## config.mk

```make
export PLATFORM = sky130hd
export DESIGN_NAME = zbu_branch_unit
export DESIGN_NICKNAME = d
export VERILOG_FILES = /design/src/zbu_pkg.sv /design/src/zbu_cond_eval.sv /design/src/zbu_branch_unit.sv
export SDC_FILE = /design/constraint.sdc
export NUM_CORES = 1
export LEC_CHECK = 0
export BUFFER_PORTS_ARGS = -buffer_cell sky130_fd_sc_hd__buf_2
export CAP_MARGIN = 20
export CORE_MARGIN = 1.5
export CORE_UTILIZATION = 48
export CTS_CLUSTER_DIAMETER = 40
export DETAILED_ROUTE_END_ITERATION = 10
export PLACE_DENSITY = 0.75
export SETUP_SLACK_MARGIN = 0.2
export SYNTH_ARGS = -nofsm -noshare
export SYNTH_HDL_FRONTEND = slang
export SYNTH_SLANG_ARGS = --single-unit
```

## constraint.sdc

```tcl
create_clock -name clk -period 3.5 [get_ports clk]
set_input_delay 0.7 -clock clk [delete_from_list [all_inputs] [get_ports clk]]
set_output_delay 0.7 -clock clk [all_outputs]
set_load 0.005 [all_outputs]
```

## src/zbu_pkg.sv

```systemverilog
// Package holding the constants, operation codes and carrier types of the zero-compare branch unit.
package zbu_pkg;

  // ----------------------------------------------------------------------
  // Widths, register numbers, offsets and reset values
  // ----------------------------------------------------------------------
  localparam int unsigned ZBU_REGISTER_WIDTH = 32;
  localparam int unsigned ZBU_IMM_WIDTH = 16;
  localparam int unsigned ZBU_IMM_SHIFT = 2;
  localparam logic [4:0] ZBU_LINK_REG = 5'h1f;
  localparam logic [4:0] ZBU_ZERO_REG = 5'h00;
  localparam logic [31:0] ZBU_SLOT_OFFSET = 32'h0000_0004;
  localparam logic [31:0] ZBU_LINK_OFFSET = 32'h0000_0008;
  localparam logic [31:0] ZBU_ADDR_RESET = 32'h0000_0000;
  localparam logic ZBU_FLAG_RESET = 1'b0;

  // ----------------------------------------------------------------------
  // Operation classes presented by the decode stage
  // ----------------------------------------------------------------------
  typedef enum logic [3:0] {
    ZBU_OP_NONE,
    ZBU_OP_BRANCH_LE_ZERO,
    ZBU_OP_BRANCH_LE_ZERO_LIKELY,
    ZBU_OP_BRANCH_LT_ZERO,
    ZBU_OP_BRANCH_LT_ZERO_LINK,
    ZBU_OP_BRANCH_LT_ZERO_LINK_LIKELY,
    ZBU_OP_OTHER_BRANCH,
    ZBU_OP_JUMP,
    ZBU_OP_UNCONDITIONAL_LINK_NO_JUMP,
    ZBU_OP_EXCEPTION_RETURN,
    ZBU_OP_EXCEPTION_RETURN_NOCLEAR,
    ZBU_OP_DEBUG_RETURN,
    ZBU_OP_WAIT,
    ZBU_OP_PAUSE
  } zbu_op_t;

  // ----------------------------------------------------------------------
  // Carrier types
  // ----------------------------------------------------------------------
  typedef struct packed {
    logic valid;
    zbu_op_t op;
    logic [4:0] source_reg_field;
    logic [ZBU_REGISTER_WIDTH-1:0] source_value;
    logic [ZBU_IMM_WIDTH-1:0] offset;
    logic [ZBU_REGISTER_WIDTH-1:0] pc;
  } zbu_instr_t;

  typedef struct packed {
    logic valid;
    logic [ZBU_REGISTER_WIDTH-1:0] target;
  } zbu_redirect_t;

  typedef struct packed {
    logic we;
    logic [4:0] addr;
    logic [ZBU_REGISTER_WIDTH-1:0] data;
  } zbu_link_t;

endpackage : zbu_pkg

```

## src/zbu_cond_eval.sv

```systemverilog
// Condition, target and link address evaluation for one zero-compare branch.
`timescale 1ns/1ps
`default_nettype none

module zbu_cond_eval (
  input wire logic le_form,
  input wire logic [zbu_pkg::ZBU_REGISTER_WIDTH-1:0] source_value,
  input wire logic [zbu_pkg::ZBU_IMM_WIDTH-1:0] offset,
  input wire logic [zbu_pkg::ZBU_REGISTER_WIDTH-1:0] pc,
  output logic cond,
  output logic [zbu_pkg::ZBU_REGISTER_WIDTH-1:0] target,
  output logic [zbu_pkg::ZBU_REGISTER_WIDTH-1:0] link_addr
);

  // ----------------------------------------------------------------------
  // Evaluation
  // ----------------------------------------------------------------------
  wire logic sign_bit = source_value[zbu_pkg::ZBU_REGISTER_WIDTH-1];
  wire logic is_zero = (source_value == '0);
  wire logic [zbu_pkg::ZBU_REGISTER_WIDTH-1:0] offset_ext;

  // The shifted offset is 18 bits wide and sign-extends to the full width.
  assign offset_ext = {{(zbu_pkg::ZBU_REGISTER_WIDTH - zbu_pkg::ZBU_IMM_WIDTH
                         - zbu_pkg::ZBU_IMM_SHIFT){offset[zbu_pkg::ZBU_IMM_WIDTH-1]}},
                       offset, {zbu_pkg::ZBU_IMM_SHIFT{1'b0}}}; // see RL1
  assign cond = le_form ? (sign_bit | is_zero) : sign_bit; // see RL2 see RL3
  assign target = pc + zbu_pkg::ZBU_SLOT_OFFSET + offset_ext; // see RL1
  assign link_addr = pc + zbu_pkg::ZBU_LINK_OFFSET; // see RL10

endmodule : zbu_cond_eval

`default_nettype wire

```

## src/zbu_branch_unit.sv

```systemverilog
// Zero-compare branch unit: condition, link, delay slot, nullification and slot checks.
// Summary of operation
// RL1 - Target is sign-extended offset shifted by two, added to delay-slot address.
// RL2 - Less-or-equal forms take the branch when sign set or value zero.
// RL3 - Less-than forms, link forms included, take the branch when sign bit set.
// RL4 - Condition and link in branch step; redirect after delay-slot step.
// RL5 - Non-likely forms always run the slot, then branch if condition holds.
// RL6 - Likely forms squash the delay-slot instruction when the condition is false.
// RL7 - Newest release raises reserved-instruction exception for transfers in a slot.
// RL8 - Branches, jumps, link-no-jump, returns, wait and pause count as transfers.
// RL9 - Older-release software keeps transfer instructions out of delay slots.
// RL10 - Link forms always write register 31 with branch address plus eight.
// RL11 - Software never tests register 31 in a link-form branch.
// RL12 - Slot exceptions resume by re-running the branch with the same effect.
// RL13 - Newest release rejects likely and link forms, keeps zero-source link-no-jump.
// RL14 - Likely forms predicted taken, prediction tables neither read nor updated.
// RL15 - A delay-slot flag marks only the instruction right after a branch or jump.
`timescale 1ns/1ps
`default_nettype none

module zbu_branch_unit (
  input wire logic clk,
  input wire logic sys_rst,
  input wire logic release6_mode,
  input wire logic pipe_flush,
  input wire zbu_pkg::zbu_instr_t instr,
  output zbu_pkg::zbu_link_t link_wr,
  output zbu_pkg::zbu_redirect_t redirect,
  output logic squash_slot_op,
  output logic reserved_instr_exc,
  output logic delay_slot_flag,
  output logic predict_taken,
  output logic bp_update_en
);

  // ----------------------------------------------------------------------
  // Decoding helpers
  // ----------------------------------------------------------------------
  function automatic logic is_control_transfer_op(input zbu_pkg::zbu_op_t op);
    case (op)
      zbu_pkg::ZBU_OP_BRANCH_LE_ZERO,
      zbu_pkg::ZBU_OP_BRANCH_LE_ZERO_LIKELY,
      zbu_pkg::ZBU_OP_BRANCH_LT_ZERO,
      zbu_pkg::ZBU_OP_BRANCH_LT_ZERO_LINK,
      zbu_pkg::ZBU_OP_BRANCH_LT_ZERO_LINK_LIKELY,
      zbu_pkg::ZBU_OP_OTHER_BRANCH,
      zbu_pkg::ZBU_OP_JUMP,
      zbu_pkg::ZBU_OP_UNCONDITIONAL_LINK_NO_JUMP,
      zbu_pkg::ZBU_OP_EXCEPTION_RETURN,
      zbu_pkg::ZBU_OP_EXCEPTION_RETURN_NOCLEAR,
      zbu_pkg::ZBU_OP_DEBUG_RETURN,
      zbu_pkg::ZBU_OP_WAIT,
      zbu_pkg::ZBU_OP_PAUSE: is_control_transfer_op = 1'b1; // see RL8
      default: is_control_transfer_op = 1'b0;
    endcase
  endfunction : is_control_transfer_op

  function automatic logic opens_slot(input zbu_pkg::zbu_op_t op);
    case (op)
      zbu_pkg::ZBU_OP_BRANCH_LE_ZERO,
      zbu_pkg::ZBU_OP_BRANCH_LE_ZERO_LIKELY,
      zbu_pkg::ZBU_OP_BRANCH_LT_ZERO,
      zbu_pkg::ZBU_OP_BRANCH_LT_ZERO_LINK,
      zbu_pkg::ZBU_OP_BRANCH_LT_ZERO_LINK_LIKELY,
      zbu_pkg::ZBU_OP_OTHER_BRANCH,
      zbu_pkg::ZBU_OP_JUMP,
      zbu_pkg::ZBU_OP_UNCONDITIONAL_LINK_NO_JUMP: opens_slot = 1'b1;
      default: opens_slot = 1'b0;
    endcase
  endfunction : opens_slot

  function automatic logic is_likely(input zbu_pkg::zbu_op_t op);
    is_likely = (op == zbu_pkg::ZBU_OP_BRANCH_LE_ZERO_LIKELY) ||
                (op == zbu_pkg::ZBU_OP_BRANCH_LT_ZERO_LINK_LIKELY);
  endfunction : is_likely

  // ----------------------------------------------------------------------
  // Branch step decode
  // ----------------------------------------------------------------------
  wire logic vld = instr.valid & ~pipe_flush;
  wire logic op_le = (instr.op == zbu_pkg::ZBU_OP_BRANCH_LE_ZERO) ||
                     (instr.op == zbu_pkg::ZBU_OP_BRANCH_LE_ZERO_LIKELY);
  wire logic op_lt = (instr.op == zbu_pkg::ZBU_OP_BRANCH_LT_ZERO);
  wire logic op_link = (instr.op == zbu_pkg::ZBU_OP_BRANCH_LT_ZERO_LINK) ||
                       (instr.op == zbu_pkg::ZBU_OP_BRANCH_LT_ZERO_LINK_LIKELY);
  wire logic op_likely = is_likely(instr.op);
  wire logic src_is_zero = (instr.source_reg_field == zbu_pkg::ZBU_ZERO_REG);
  wire logic op_plain_link = (instr.op == zbu_pkg::ZBU_OP_BRANCH_LT_ZERO_LINK);
  wire logic op_nal = (instr.op == zbu_pkg::ZBU_OP_UNCONDITIONAL_LINK_NO_JUMP) ||
                      (release6_mode & op_plain_link & src_is_zero); // see RL13
  wire logic r6_removed = release6_mode & (op_likely | (op_plain_link & ~src_is_zero)); // see RL13
  wire logic own_branch = (op_le | op_lt | op_link) & ~r6_removed & ~op_nal;
  wire logic cond;
  wire logic [zbu_pkg::ZBU_REGISTER_WIDTH-1:0] target;
  wire logic [zbu_pkg::ZBU_REGISTER_WIDTH-1:0] link_addr;

  zbu_cond_eval u_eval (
    .le_form(op_le),
    .source_value(instr.source_value),
    .offset(instr.offset),
    .pc(instr.pc),
    .cond(cond),
    .target(target),
    .link_addr(link_addr)
  );

  // ----------------------------------------------------------------------
  // Pending branch state, held from the branch step to the slot step
  // ----------------------------------------------------------------------
  logic slot_q, slot_d;
  logic own_q, own_d;
  logic cond_q, cond_d;
  logic likely_q, likely_d;
  logic [zbu_pkg::ZBU_REGISTER_WIDTH-1:0] target_q, target_d;

  wire logic in_slot = vld & slot_q; // see RL15
  wire logic slot_cti = in_slot & is_control_transfer_op(instr.op);
  wire logic slot_exc = release6_mode & slot_cti; // see RL7
  // A branch in a slot is either an exception or unpredictable, so it opens no new slot.
  wire logic starts_branch = vld & ~in_slot & ~r6_removed;

  // A slot that faults leaves the redirect undone; the handler re-runs the branch.
  assign slot_d = starts_branch & opens_slot(instr.op) ? 1'b1 :
                  (vld ? 1'b0 : slot_q & ~pipe_flush); // see RL15 see RL12
  assign own_d = starts_branch ? own_branch : own_q;
  assign cond_d = starts_branch ? cond : cond_q;
  assign likely_d = starts_branch ? op_likely : likely_q;
  assign target_d = starts_branch ? target : target_q;

  // ----------------------------------------------------------------------
  // Output next values
  // ----------------------------------------------------------------------
  zbu_pkg::zbu_link_t link_d;
  zbu_pkg::zbu_redirect_t redirect_d;
  logic squash_d, exc_d, flag_d, pred_d, bpu_d;

  assign link_d.we = starts_branch & (op_link | op_nal); // see RL10 see RL4
  assign link_d.addr = zbu_pkg::ZBU_LINK_REG; // see RL10
  assign link_d.data = link_addr; // see RL10
  assign redirect_d.valid = in_slot & own_q & cond_q & ~slot_exc; // see RL4 see RL5
  assign redirect_d.target = target_q; // see RL4
  assign squash_d = in_slot & own_q & likely_q & ~cond_q & ~slot_exc; // see RL6
  assign exc_d = slot_exc | (vld & r6_removed); // see RL7 see RL13
  assign flag_d = in_slot; // see RL15
  assign pred_d = starts_branch & own_branch & op_likely; // see RL14
  assign bpu_d = starts_branch & own_branch & ~op_likely; // see RL14

  // ----------------------------------------------------------------------
  // Registers
  // ----------------------------------------------------------------------
  // Reset clears the pending slot too, so a branch cut by reset never redirects.
  always_ff @(posedge clk) begin
    if (sys_rst) begin
      slot_q <= zbu_pkg::ZBU_FLAG_RESET;
      own_q <= zbu_pkg::ZBU_FLAG_RESET;
      cond_q <= zbu_pkg::ZBU_FLAG_RESET;
      likely_q <= zbu_pkg::ZBU_FLAG_RESET;
    end else begin
      slot_q <= slot_d;
      own_q <= own_d;
      cond_q <= cond_d;
      likely_q <= likely_d;
    end
  end

  always_ff @(posedge clk) begin
    if (sys_rst) begin
      target_q <= zbu_pkg::ZBU_ADDR_RESET;
    end else begin
      target_q <= target_d;
    end
  end

  always_ff @(posedge clk) begin
    if (sys_rst) begin
      link_wr <= '0;
    end else begin
      link_wr <= link_d;
    end
  end

  always_ff @(posedge clk) begin
    if (sys_rst) begin
      redirect <= '0;
    end else begin
      redirect <= redirect_d;
    end
  end

  always_ff @(posedge clk) begin
    if (sys_rst) begin
      squash_slot_op <= zbu_pkg::ZBU_FLAG_RESET;
    end else begin
      squash_slot_op <= squash_d;
    end
  end

  always_ff @(posedge clk) begin
    if (sys_rst) begin
      reserved_instr_exc <= zbu_pkg::ZBU_FLAG_RESET;
    end else begin
      reserved_instr_exc <= exc_d;
    end
  end

  always_ff @(posedge clk) begin
    if (sys_rst) begin
      delay_slot_flag <= zbu_pkg::ZBU_FLAG_RESET;
    end else begin
      delay_slot_flag <= flag_d;
    end
  end

  always_ff @(posedge clk) begin
    if (sys_rst) begin
      predict_taken <= zbu_pkg::ZBU_FLAG_RESET;
      bp_update_en <= zbu_pkg::ZBU_FLAG_RESET;
    end else begin
      predict_taken <= pred_d;
      bp_update_en <= bpu_d;
    end
  end

endmodule : zbu_branch_unit

`default_nettype wire

```

After elaboration in Yosys (flattened, before gate mapping):

Memory sizes are Yosys's and may differ from the RTL's.
Index checks and enable logic that the tools add are counted.

* memories: 2
* bits in read-only memories: 32
* logic and storage cells: 75
* register bits: 112
* bits of input ports: 94
* output and inout bits: 76

Memory list
* (no name shown): words 16, width 1, rd ports 1, clocked after memory_dff 0, wr ports 0, line zbu_branch_unit.sv:59 `case (op)`
* (no name shown): words 16, width 1, rd ports 1, clocked after memory_dff 0, wr ports 0, line zbu_branch_unit.sv:40 `case (op)`

* equal/unequal tests: 6
* add/sub/neg operators: 3
* reduce and logical (&&, ||, !) cells: 6
* bitwise gates (word level): 39
* mux-type cells: 4

Operators by type and width (number)
* $mux W37: 1
* $add A32 B3 Y32 const B: 1
* $add A32 B32 Y32: 1
* $add A32 B4 Y32 const B: 1
* $logic_not A32 Y1: 1
* $and A1 B1 Y1: 25
* $eq A4 B2 Y1 const B: 2
* $eq A4 B3 Y1 const B: 2
* $not A1 Y1: 8
* $or A1 B1 Y1: 6
* $logic_not A5 Y1: 1
* $eq A4 B1 Y1 const B: 1
* $eq A4 B4 Y1 const B: 1
* $logic_or A1 B1 Y1: 4
* $mux W1: 3

Logic depth before layout (Yosys ltp):

Gate-level depths: netlist of run 1.

* depth in word-level cells: 10
* depth in mapped cells: 13

Hierarchy:

Synthesis of run 1 repeated with hierarchy kept, for this count alone.

* cell total of the unflattened synthesis: 654
* area, all modules: 6308.6 um2

By module, submodules not included
* zbu_branch_unit: times used 1, cells an instance 308, sequential area each 2162.1 um2, area each 3752.3 um2
* zbu_cond_eval: times used 1, cells an instance 346, sequential area each 0.0 um2, area each 2556.2 um2

Worst setup path before layout of run 1:

OpenSTA, ideal clock, no wires.

* path kind: input port to flip-flop
* start point: input port instr[3] in the netlist's numbering
* end point: register target_q[29] in the netlist's numbering
* slack: 274 ps
* setup time: 120 ps
* required time: 3380 ps
* stages on the path: 11
* buffers on the path: 0
* arrival time: 3107 ps
* path through: ha_1 -> ha_1 -> inv_1 -> fa_1 -> nor2b_1 -> o2111ai_1 -> a2111oi_0 -> or4_1 -> a21boi_1 -> o21bai_1 -> a211o_1

* word-level cells in the longest chain between the ends: 2

Ends and longest elaborated chain
* start: declaration: line zbu_branch_unit.sv:26 `input wire zbu_pkg::zbu_instr_t instr,`
* $add A32 B3 Y32: line zbu_cond_eval.sv:27 `assign target = pc + zbu_pkg::ZBU_SLOT_OFFSET + offset_ext;`
* $add A32 B32 Y32: line zbu_cond_eval.sv:27
* end signal: assignment: line zbu_branch_unit.sv:168 `target_q <= zbu_pkg::ZBU_ADDR_RESET;`
* end signal: assignment: line zbu_branch_unit.sv:170 `target_q <= target_d;`
* end: declaration: line zbu_branch_unit.sv:114 `logic [zbu_pkg::ZBU_REGISTER_WIDTH-1:0] target_q, target_d;`

No other way between the ends.
A chain may end at the register's enable or synchronous reset.

Worst setup path in the final report of run 1:

* start point: input port instr[3] in the netlist's numbering
* end point: register target_q[25] in the netlist's numbering

Same word-level chain as after synthesis.

==> flow_summary_export.csv, run 1 <==
group,metric,value,unit
layout,layout-drive-gt1-share,25.3,%
synth,synth.top_cells.by_area,"sky130_fd_sc_hd__dfxtp_1 38%, sky130_fd_sc_hd__ha_1 13%, sky130_fd_sc_hd__xor2_1 4.7%, sky130_fd_sc_hd__nor2b_1 4.2%, sky130_fd_sc_hd__nor2_1 4.1%",
layout,final_nets,982,
synth,syn_inst,660,
pwr,power.clock.fraction,32.6,%
synth,postSynthAreaPerCell,8.71,sq um
synth,synth_adder_area_share,13.0,%
synth,yosysSeqAreaShare,37.6,%
synth,ys_warn_count,0,
synth,synth_mux_area_share,0,%
layout,nFillCells,985,
route,initialDrtViolationCount,356,
clocking,tritoncts_num_sinks,108,
floorplan,core_area,11600,sq um
timing,max-slew-margin-rel,60.1,%
synth,synth_async_sr_flop_share,0,%
timing,final-setup-viol-count,0,
route,total_number_of_vias,5286,
floorplan,start_util,49.7,%
critical_path,r2r_start,"slot_q$_SDFF_PP0_",
critical_path,buf_inv_on_cp,2,
run,drv_cap,0,
floorplan,chipWidth,112,um
synth,synth_top_area_cell,"sky130_fd_sc_hd__dfxtp_1",
floorplan,fp.dieArea,12600,sq um
clocking,clock_insertion_delay_worst_skew,0.35,ns
layout,diodes,0,
synth,synth_largest_type_area_fraction,37.6,%
grt,grt_remaining_overflow,0,
pwr,swShare,30.0,%
grt,via_count_of_the_first_global_routing_pass,4949,
layout,area_growth_synth_to_finish,23.4,%
pwr,cellLeakagePower,3.35,nW
floorplan,floorplan.io_pins,170,
clocking,clock_tree_from_tritoncts,"yes",
synth,synth_xor_area_share,7.16,%
clocking,ctsLongestPathBuffers,2,
route,met2_wirelength,6.54,mm
grt,maximum_number_of_pins_on_one_net_before_global_route_repair,63,
critical_path,r2r_cells,5,
pwr,irDropWorstVdd,251,uV
placement,cell_area_after_placement,6790,sq um
critical_path,worst-setup-path-type,"input port to flop",
pwr,pwr_density_cell,429,nW/um^2
critical_path,timing.critical_path.mode_cell,"sky130_fd_sc_hd__ha_1",
critical_path,critical_path_endpoint_category,"flop",
worst_hold_path,hold_path.class,"flop to flop",
clocking,worst_setup_hold_path_clk_slew,0.07,ns
clocking,clock_tree.htree_level_count,3,
grt,wire_length_of_the_first_global_routing_pass,23.0,mm
route,routed-wl-met3,864,um
pwr,switchingPower,0.000910,W
timing,timing.final.ws_setup,0.379,ns
status,failed_checks,"DRC",
timing,maxSlewViolCount,0,
timing,unrepaired_setup_endpoints_after_global_routing,"false",
synth,synth_compound_gate_area_share,15.8,%
route,routed_wirelength,14.2,mm
critical_path,start_kind,"input port",
clocking,post_cts.repair.setup_buffers,0,
route,wl_per_cell,14.6,um
timing,layout_min_cycle_time,3.12,ns
grt,grt_use_total,22.4,%
pwr,cellInternalPower,0.00213,W
timing,fin_worst_skew,0.00660,ns
status,result_of_the_run,"finished with violations",
timing,final.period_utilization,89.2,%
timing,worst_slew_pin_slew,0.598,ns
route,route.detailed.drc,18,
floorplan,die_h,112,um
critical_path,crit_cells,12,
critical_path,critPathSlowestCell,"sky130_fd_sc_hd__or4_1",
synth,mapped_nets,813,
pwr,pwr-share-seq,43.5,%
route,topRoutingLayerUsed,"met4",
route,drtAntennaViolNets,0,
synth,synthDistinctLibCells,55,
layout,final_cell_area,7090,sq um
placement,dp_worst_setup_slack,-0.131,ns
synth,synth_top_family_by_area,"simple AND/OR/NAND/NOR gates",
critical_path,family_of_cells_with_the_greatest_summed_delay_on_the_critical_path,"compound AO/OA/AOI/OAI gates",
worst_hold_path,whs_path_depth,1,
synth,dominantRegCellSynth,"sky130_fd_sc_hd__dfxtp_1",
synth,synth.cell_area,5750,sq um
critical_path,arr_time_crit_path,3.40,ns
synth,postSynthRegisterBits,108,
critical_path,critPathRequiredTime,3.77,ns
placement,dp_hpwl,10.9,mm
worst_hold_path,holdCritStartpoint,"cond_q$_SDFFE_PP0P_",
clocking,root_buffer_cell,"sky130_fd_sc_hd__clkbuf_16",
critical_path,critPathMaxStageDelay,0.41,ns
pwr,combinationalPowerShare,23.9,%
timing,tns,0,ns
critical_path,cp_max_fo,5,
route,drtPass1Iterations,9,
clocking,cts_buffers,9,
timing,timing.final.hold_violations,0,
floorplan,floorplan.rows,39,
placement,placedCellCount,961,
synth,synth_enable_flop_cells,0,
timing,fmax,0.320,GHz
placement,placement.io_buffers,169,
layout,finalNonFillerCells,976,
grt,grt_antenna_before_repair,0,
placement,gpl.final_weighted_congestion,0.862,
critical_path,critical_path.cell_chain,"buf_2 > ha_1 > ha_1 > inv_1 > fa_1 > nor2b_1 > o2111ai_1 > a2111oi_2 > or4_4 > a21boi_2 > or4_1 > a31oi_1",
synth,synth-simple-area-share,23.0,%
critical_path,critPathLaunch,"instr[3]",
route,detail_route.vias_per_cell,5.42,
route,met1Wirelength,6.63,mm
[cells by family (layout without fill, tap and decap cells)]
family / count (synthesis) / after routing
DFF: 108 / 108
AOI/OAI and AO/OA: 137 / 137
adders and majority gates: 59 / 59
and+or+nand+nor: 262 / 262
buffers and inverters: 47 / 220
xor gates and xnor gates: 47 / 47
[area by class of cell]
class | instances | area, sq um | share of cell area, %
sequential | 108 | 2160 | 30.5
multi-input combinational | 505 | 3410 | 48.1
clock inverter | 5 | 43.8 | 0.618
inverter | 19 | 71.3 | 1.01
clock buffer | 10 | 239 | 3.37
tap | 143 | 179 | 2.52
timing repair buffer | 186 | 986 | 13.9
[per-layer routing]
| layer | vias up | global-route usage [%] |
|---|---|---|
| li1 | 2683 | - |
| met3 | 17 | 3.73 |
| met2 | 191 | 37.5 |
| met1 | 2395 | 29.7 |
| met5 | - | 0 |
| met4 | 0 | 6.75 |
[cell usage after synthesis (2+ instances only)]
cell and n:
sky130_fd_sc_hd__nand4_1 14, sky130_fd_sc_hd__nand2_1 61, sky130_fd_sc_hd__o211a_1 3, sky130_fd_sc_hd__buf_2 4, sky130_fd_sc_hd__nand2b_1 2, sky130_fd_sc_hd__nor2_1 63, sky130_fd_sc_hd__a31oi_1 6, sky130_fd_sc_hd__a21oi_1 43
sky130_fd_sc_hd__xor2_1 31, sky130_fd_sc_hd__and4_1 3, sky130_fd_sc_hd__o2111ai_1 2, sky130_fd_sc_hd__or2_2 3, sky130_fd_sc_hd__o21a_1 3, sky130_fd_sc_hd__buf_4 4, sky130_fd_sc_hd__a211o_1 3, sky130_fd_sc_hd__and2_1 2
sky130_fd_sc_hd__o31ai_1 5, sky130_fd_sc_hd__nand3_1 23, sky130_fd_sc_hd__nor3b_1 2, sky130_fd_sc_hd__nor4_1 11, sky130_fd_sc_hd__o21ai_0 17, sky130_fd_sc_hd__nor3_1 10, sky130_fd_sc_hd__dfxtp_1 108, sky130_fd_sc_hd__or4_1 3
sky130_fd_sc_hd__a2bb2oi_1 2, sky130_fd_sc_hd__a22o_1 4, sky130_fd_sc_hd__and3_1 14, sky130_fd_sc_hd__a211oi_1 11, sky130_fd_sc_hd__ha_1 58, sky130_fd_sc_hd__o211ai_1 10, sky130_fd_sc_hd__or3_1 2, sky130_fd_sc_hd__clkbuf_1 19
sky130_fd_sc_hd__nor2b_1 39, sky130_fd_sc_hd__a41oi_1 2, sky130_fd_sc_hd__nand3b_1 7, sky130_fd_sc_hd__a21o_1 10, sky130_fd_sc_hd__inv_1 19, sky130_fd_sc_hd__xnor2_1 16, sky130_fd_sc_hd__o21bai_1 5
[flip-flops by register name, summed over array words and instances, names as in the netlist]
signal	flops
cond_q	1
reserved_instr_exc	1
target_q	32
slot_q	1
own_q	1
delay_slot_flag	1
redirect	33
bp_update_en	1
squash_slot_op	1
predict_taken	1
link_wr	34
likely_q	1
[path summary, 6_finish.rpt]
path / end / slack [ns]
min: squash_slot_op$_SDFF_PP0_ / 0.43
max reg2reg: target_q[31]$_SDFFE_PP0P_ / 1.62
max: target_q[25]$_SDFFE_PP0P_ / 0.38
min reg2reg: squash_slot_op$_SDFF_PP0_ / 0.43
[through the flow]
stage | power, W | hold slack [ns] | utilization (%)
floorplan | 0.00180 | 0.398 | -
global placement | 0.00205 | 0.406 | 58.7
detailed placement | 0.00206 | 0.430 | 58.7
CTS | 0.00305 | 0.439 | 61.2
global route | 0.00319 | 0.448 | 61.3
finish | 0.00304 | 0.434 | 61.3
[power groups by stage]
stage | combinational, W | clock (W) | sequential, W
5_1_grt | 0.000805 | 0.00106 | 0.00133
4_1_cts | 0.000716 | 0.00101 | 0.00132
2_1_floorplan | 0.000450 | 0 | 0.00135
3_5_place_dp | 0.000707 | 0 | 0.00135
3_3_place_gp | 0.000699 | 0 | 0.00135
6_report | 0.000726 | 0.000989 | 0.00132
[timing repair]
| item | in CTS | in global routing |
|---|---|---|
| resized for setup | 0 | 4 |
| endpoints found under the setup margin | 0 | 4 |
| hold buffers | 0 | 0 |
[cells in the final DEF (no fill, tap or decap), types with 6 or more instances in the layout]
master	count
sky130_fd_sc_hd__xor2_1	31
sky130_fd_sc_hd__a21oi_1	43
sky130_fd_sc_hd__nand3b_1	7
sky130_fd_sc_hd__dfxtp_1	108
sky130_fd_sc_hd__clkbuf_16	9
sky130_fd_sc_hd__o211ai_1	10
sky130_fd_sc_hd__inv_1	19
sky130_fd_sc_hd__nand4_1	14
sky130_fd_sc_hd__a31oi_1	6
sky130_fd_sc_hd__o21ai_0	17
sky130_fd_sc_hd__buf_4	16
sky130_fd_sc_hd__buf_2	169
sky130_fd_sc_hd__nor2_1	63
sky130_fd_sc_hd__nor4_1	10
sky130_fd_sc_hd__xnor2_1	16
sky130_fd_sc_hd__a21o_1	10
sky130_fd_sc_hd__nand2_1	61
sky130_fd_sc_hd__and3_1	14
sky130_fd_sc_hd__nor3_1	10
sky130_fd_sc_hd__ha_1	58
sky130_fd_sc_hd__nand3_1	23
sky130_fd_sc_hd__nor2b_1	39
sky130_fd_sc_hd__a211oi_1	11
No activity file was read; power rests on OpenSTA's default activity.
==> inputs of run 2 (changes only) <==
ABC_AREA = 1   (was unset)
PLACE_DENSITY = 0.73   (was 0.75)
==> flow_summary_export.csv, run 2 <==
group,metric,value,unit
timing,final.period_utilization,74.3,%
grt,grt_antenna_before_repair,0,
timing,maxSlewViolCount,0,
grt,globalRouteMet3Util,4.40,%
floorplan,core_area,13900,sq um
layout,largest_reg_flops,34,
timing,timing.final.hold_violations,0,
critical_path,r2r_start,"slot_q$_SDFF_PP0_",
clocking,worst_setup_hold_path_clk_slew,0.08,ns
synth,postSynthRegisterBits,108,
floorplan,start_util,49.1,%
route,routed_wirelength,18.9,mm
critical_path,r2r_cells,5,
critical_path,arr_time_crit_path,2.92,ns
critical_path,critical_path.reg2reg.endpoint,"target_q[0]$_SDFFE_PP0P_",
clocking,root_buffer_cell,"sky130_fd_sc_hd__clkbuf_16",
placement,placedCellCount,1372,
synth,synth.most_common_cell,"sky130_fd_sc_hd__nand2_1",
synth,ys_warn_count,0,
timing,max-slew-margin-rel,42.9,%
route,wl_per_cell,13.6,um
pwr,pwr_density_cell,394,nW/um^2
timing,tns,0,ns
placement,dp_hpwl,15.2,mm
route,detail_route.vias_per_cell,4.90,
timing,timing.hold.ws,0.424,ns
critical_path,worst-setup-path-type,"input port to flop",
timing,fin_worst_skew,0.00940,ns
clocking,holdBufCountCts,0,
synth,yosysSeqAreaShare,31.8,%
timing,final-setup-viol-count,0,
route,initialDrtViolationCount,424,
worst_hold_path,holdCritStartpoint,"target_q[4]$_SDFFE_PP0P_",
route,drtPass1Iterations,5,
floorplan,floorplan.rows,43,
timing,worst_slew_pin_slew,0.856,ns
synth,yosys-top-cells-count,"268 x sky130_fd_sc_hd__nand2_1, 202 x sky130_fd_sc_hd__inv_1, 123 x sky130_fd_sc_hd__nor2_1, 108 x sky130_fd_sc_hd__dfxtp_1, 71 x sky130_fd_sc_hd__a21oi_1",
critical_path,critical_path_endpoint_category,"flop",
floorplan,floorplan.io_pins,170,
layout,final_common_cell,"sky130_fd_sc_hd__nand2_1",
synth,postSynthAreaPerCell,6.53,sq um
clocking,ctsLongestPathBuffers,2,
synth,syn_inst,1043,
clocking,tritoncts_num_sinks,108,
status,result_of_the_run,"complete, no violations",
route,drtAntennaViolNets,0,
layout,registers.top_by_ff_count,"link_wr",
worst_hold_path,whs_path_depth,2,
grt,grt_remaining_overflow,0,
critical_path,start_kind,"input port",
clocking,clock_insertion_delay_worst_skew,0.36,ns
layout,top_regs,"link_wr: 34 flops, redirect: 33 flops, target_q: 32 flops",
synth,synth_largest_type_area_fraction,31.8,%
pwr,cellLeakagePower,4.53,nW
synth,synth.top_cells.by_area,"sky130_fd_sc_hd__dfxtp_1 32%, sky130_fd_sc_hd__nand2_1 15%, sky130_fd_sc_hd__inv_1 11%, sky130_fd_sc_hd__ha_1 11%, sky130_fd_sc_hd__nor2_1 6.8%",
critical_path,critPathRequiredTime,3.81,ns
grt,wire_length_of_the_first_global_routing_pass,29.8,mm
grt,maximum_number_of_pins_on_one_net_before_global_route_repair,80,
clocking,cts_buffers,9,
worst_hold_path,worst_hold_path.endpoint,"redirect[4]$_SDFF_PP0_",
synth,synth_top_area_cell,"sky130_fd_sc_hd__dfxtp_1",
pwr,irDropWorstVdd,231,uV
floorplan,chipWidth,122,um
clocking,cts_resized,0,
synth,synthDistinctLibCells,37,
synth,synth_async_sr_flop_share,0,%
synth,synth.cell_area,6810,sq um
critical_path,cp_max_fo,5,
timing,unrepaired_setup_endpoints_after_global_routing,"false",
run,drv_cap,0,
grt,grt_use_total,26.1,%
layout,final_nets,1356,
grt,met1_usage,30.9,%
critical_path,ff2ff_setup_slack,2.04,ns
layout,finalNonFillerCells,1388,
timing,layout_min_cycle_time,2.60,ns
clocking,post_cts.repair.setup_buffers,0,
route,route.detailed.drc,0,
floorplan,die_h,122,um
floorplan,fp.dieArea,14900,sq um
worst_hold_path,hold_path.class,"flop to flop",
layout,most-common-layout-cells,"268 x sky130_fd_sc_hd__nand2_1, 202 x sky130_fd_sc_hd__inv_1, 169 x sky130_fd_sc_hd__buf_2, 123 x sky130_fd_sc_hd__nor2_1, 108 x sky130_fd_sc_hd__dfxtp_1",
timing,fmax,0.384,GHz
clocking,clock_tree_from_tritoncts,"yes",
layout,diodes,0,
grt,grt_util_met2,46.9,%
placement,gpl.final_weighted_congestion,1.04,
placement,placement.io_buffers,169,
layout,layout-drive-gt1-share,18.2,%
route,total_number_of_vias,6806,
grt,grt-busiest-layer,"met2",
synth,mapped_nets,1196,
clocking,clock_tree.htree_level_count,3,
synth,dominantRegCellSynth,"sky130_fd_sc_hd__dfxtp_1",
layout,area_growth_synth_to_finish,18.4,%
synth,synth_enable_flop_cells,0,
grt,via_count_of_the_first_global_routing_pass,6278,
==> run 2: cell count changes after synthesis, sizes merged, moves of 12 or more <==
cell   before  now
nand2      61  273
inv        19  208
nor2       63  132
nor2b      39    0
nand3      23   59
a21oi      43   71
o21ai      17   38
xor2       31   11
and3       14    1
xnor2      16    4
==> run 2: report_power, final <==
group	internal, W	switching, W
registers	0.00130	0.0000182
clock network	0.000569	0.000483
logic	0.000287	0.000517
total	0.00216	0.00102
==> run 2: per-stage QoR <==
| stage | total power [W] | cell area, sq um | utilization (%) | setup WS, ns |
|---|---|---|---|---|
| final | 0.00318 | 8060 | 58.1 | 0.898 |
| after global routing | 0.00337 | 8060 | 58.1 | 0.726 |
| after CTS | 0.00320 | 8060 | 58.1 | 0.932 |
| after detailed placement | 0.00215 | 7760 | 55.9 | 0.551 |
| after global placement | 0.00215 | 7760 | 55.9 | 0.620 |
| after floorplan | 0.00187 | 6810 | - | 1.06 |
==> run 2: cell type report <==
| class | instances | area, sq um |
|---|---|---|
| Clock buffer | 11 | 233 |
| Inverter | 208 | 781 |
| Multi-Input combinational cell | 705 | 3730 |
| Sequential cell | 108 | 2160 |
| Tap cell | 180 | 225 |
| Fill cell | 1422 | 5820 |
| Clock inverter | 5 | 70.1 |
| Timing Repair Buffer | 171 | 861 |
==> run 2: worst max path at each step <==
stage	start	to	depth (start not counted)
floorplan	instr[3]	target_q[31]$_SDFFE_PP0P_	14
global placement	instr[3]	target_q[17]$_SDFFE_PP0P_	15
detailed placement	instr[3]	target_q[17]$_SDFFE_PP0P_	15
CTS	instr[3]	target_q[17]$_SDFFE_PP0P_	15
global route	instr[47]	target_q[24]$_SDFFE_PP0P_	12
finish	instr[3]	target_q[17]$_SDFFE_PP0P_	15
==> run 2: cell families (layout without fill, tap and decap cells) <==
| logic type | count (synthesis) | count (layout) | share of synthesized area (%) |
|---|---|---|---|
| AOI/OAI and AO/OA | 118 | 118 | 9.02 |
| xor gates and xnor gates | 15 | 15 | 1.93 |
| adders and majority gates | 59 | 59 | 11.0 |
| buffers and inverters | 230 | 395 | 13.5 |
| DFF | 108 | 108 | 31.8 |
| and+or+nand+nor | 513 | 513 | 32.8 |
==> run 2: routing by layer <==
layer  vias to the layer above  wire length (um)
met4                         0               525
met3                        37              1260
met2                       231              9070
met1                      2972              8000
met5                         -                 0
li1                       3566                 -
==> run 2: worst max-delay path: stages <==
cell and delay [ns]:
sky130_fd_sc_hd__buf_2 0.15, sky130_fd_sc_hd__ha_1 0.29, sky130_fd_sc_hd__ha_1 0.20, sky130_fd_sc_hd__inv_1 0.07, sky130_fd_sc_hd__fa_1 0.40, sky130_fd_sc_hd__inv_1 0.10, sky130_fd_sc_hd__nand3_1 0.07, sky130_fd_sc_hd__nand3_1 0.16
sky130_fd_sc_hd__nand2_1 0.08, sky130_fd_sc_hd__nand2_1 0.16, sky130_fd_sc_hd__nand3_1 0.13, sky130_fd_sc_hd__a21o_1 0.18, sky130_fd_sc_hd__nand3_1 0.11, sky130_fd_sc_hd__nand2_1 0.06, sky130_fd_sc_hd__inv_1 0.05
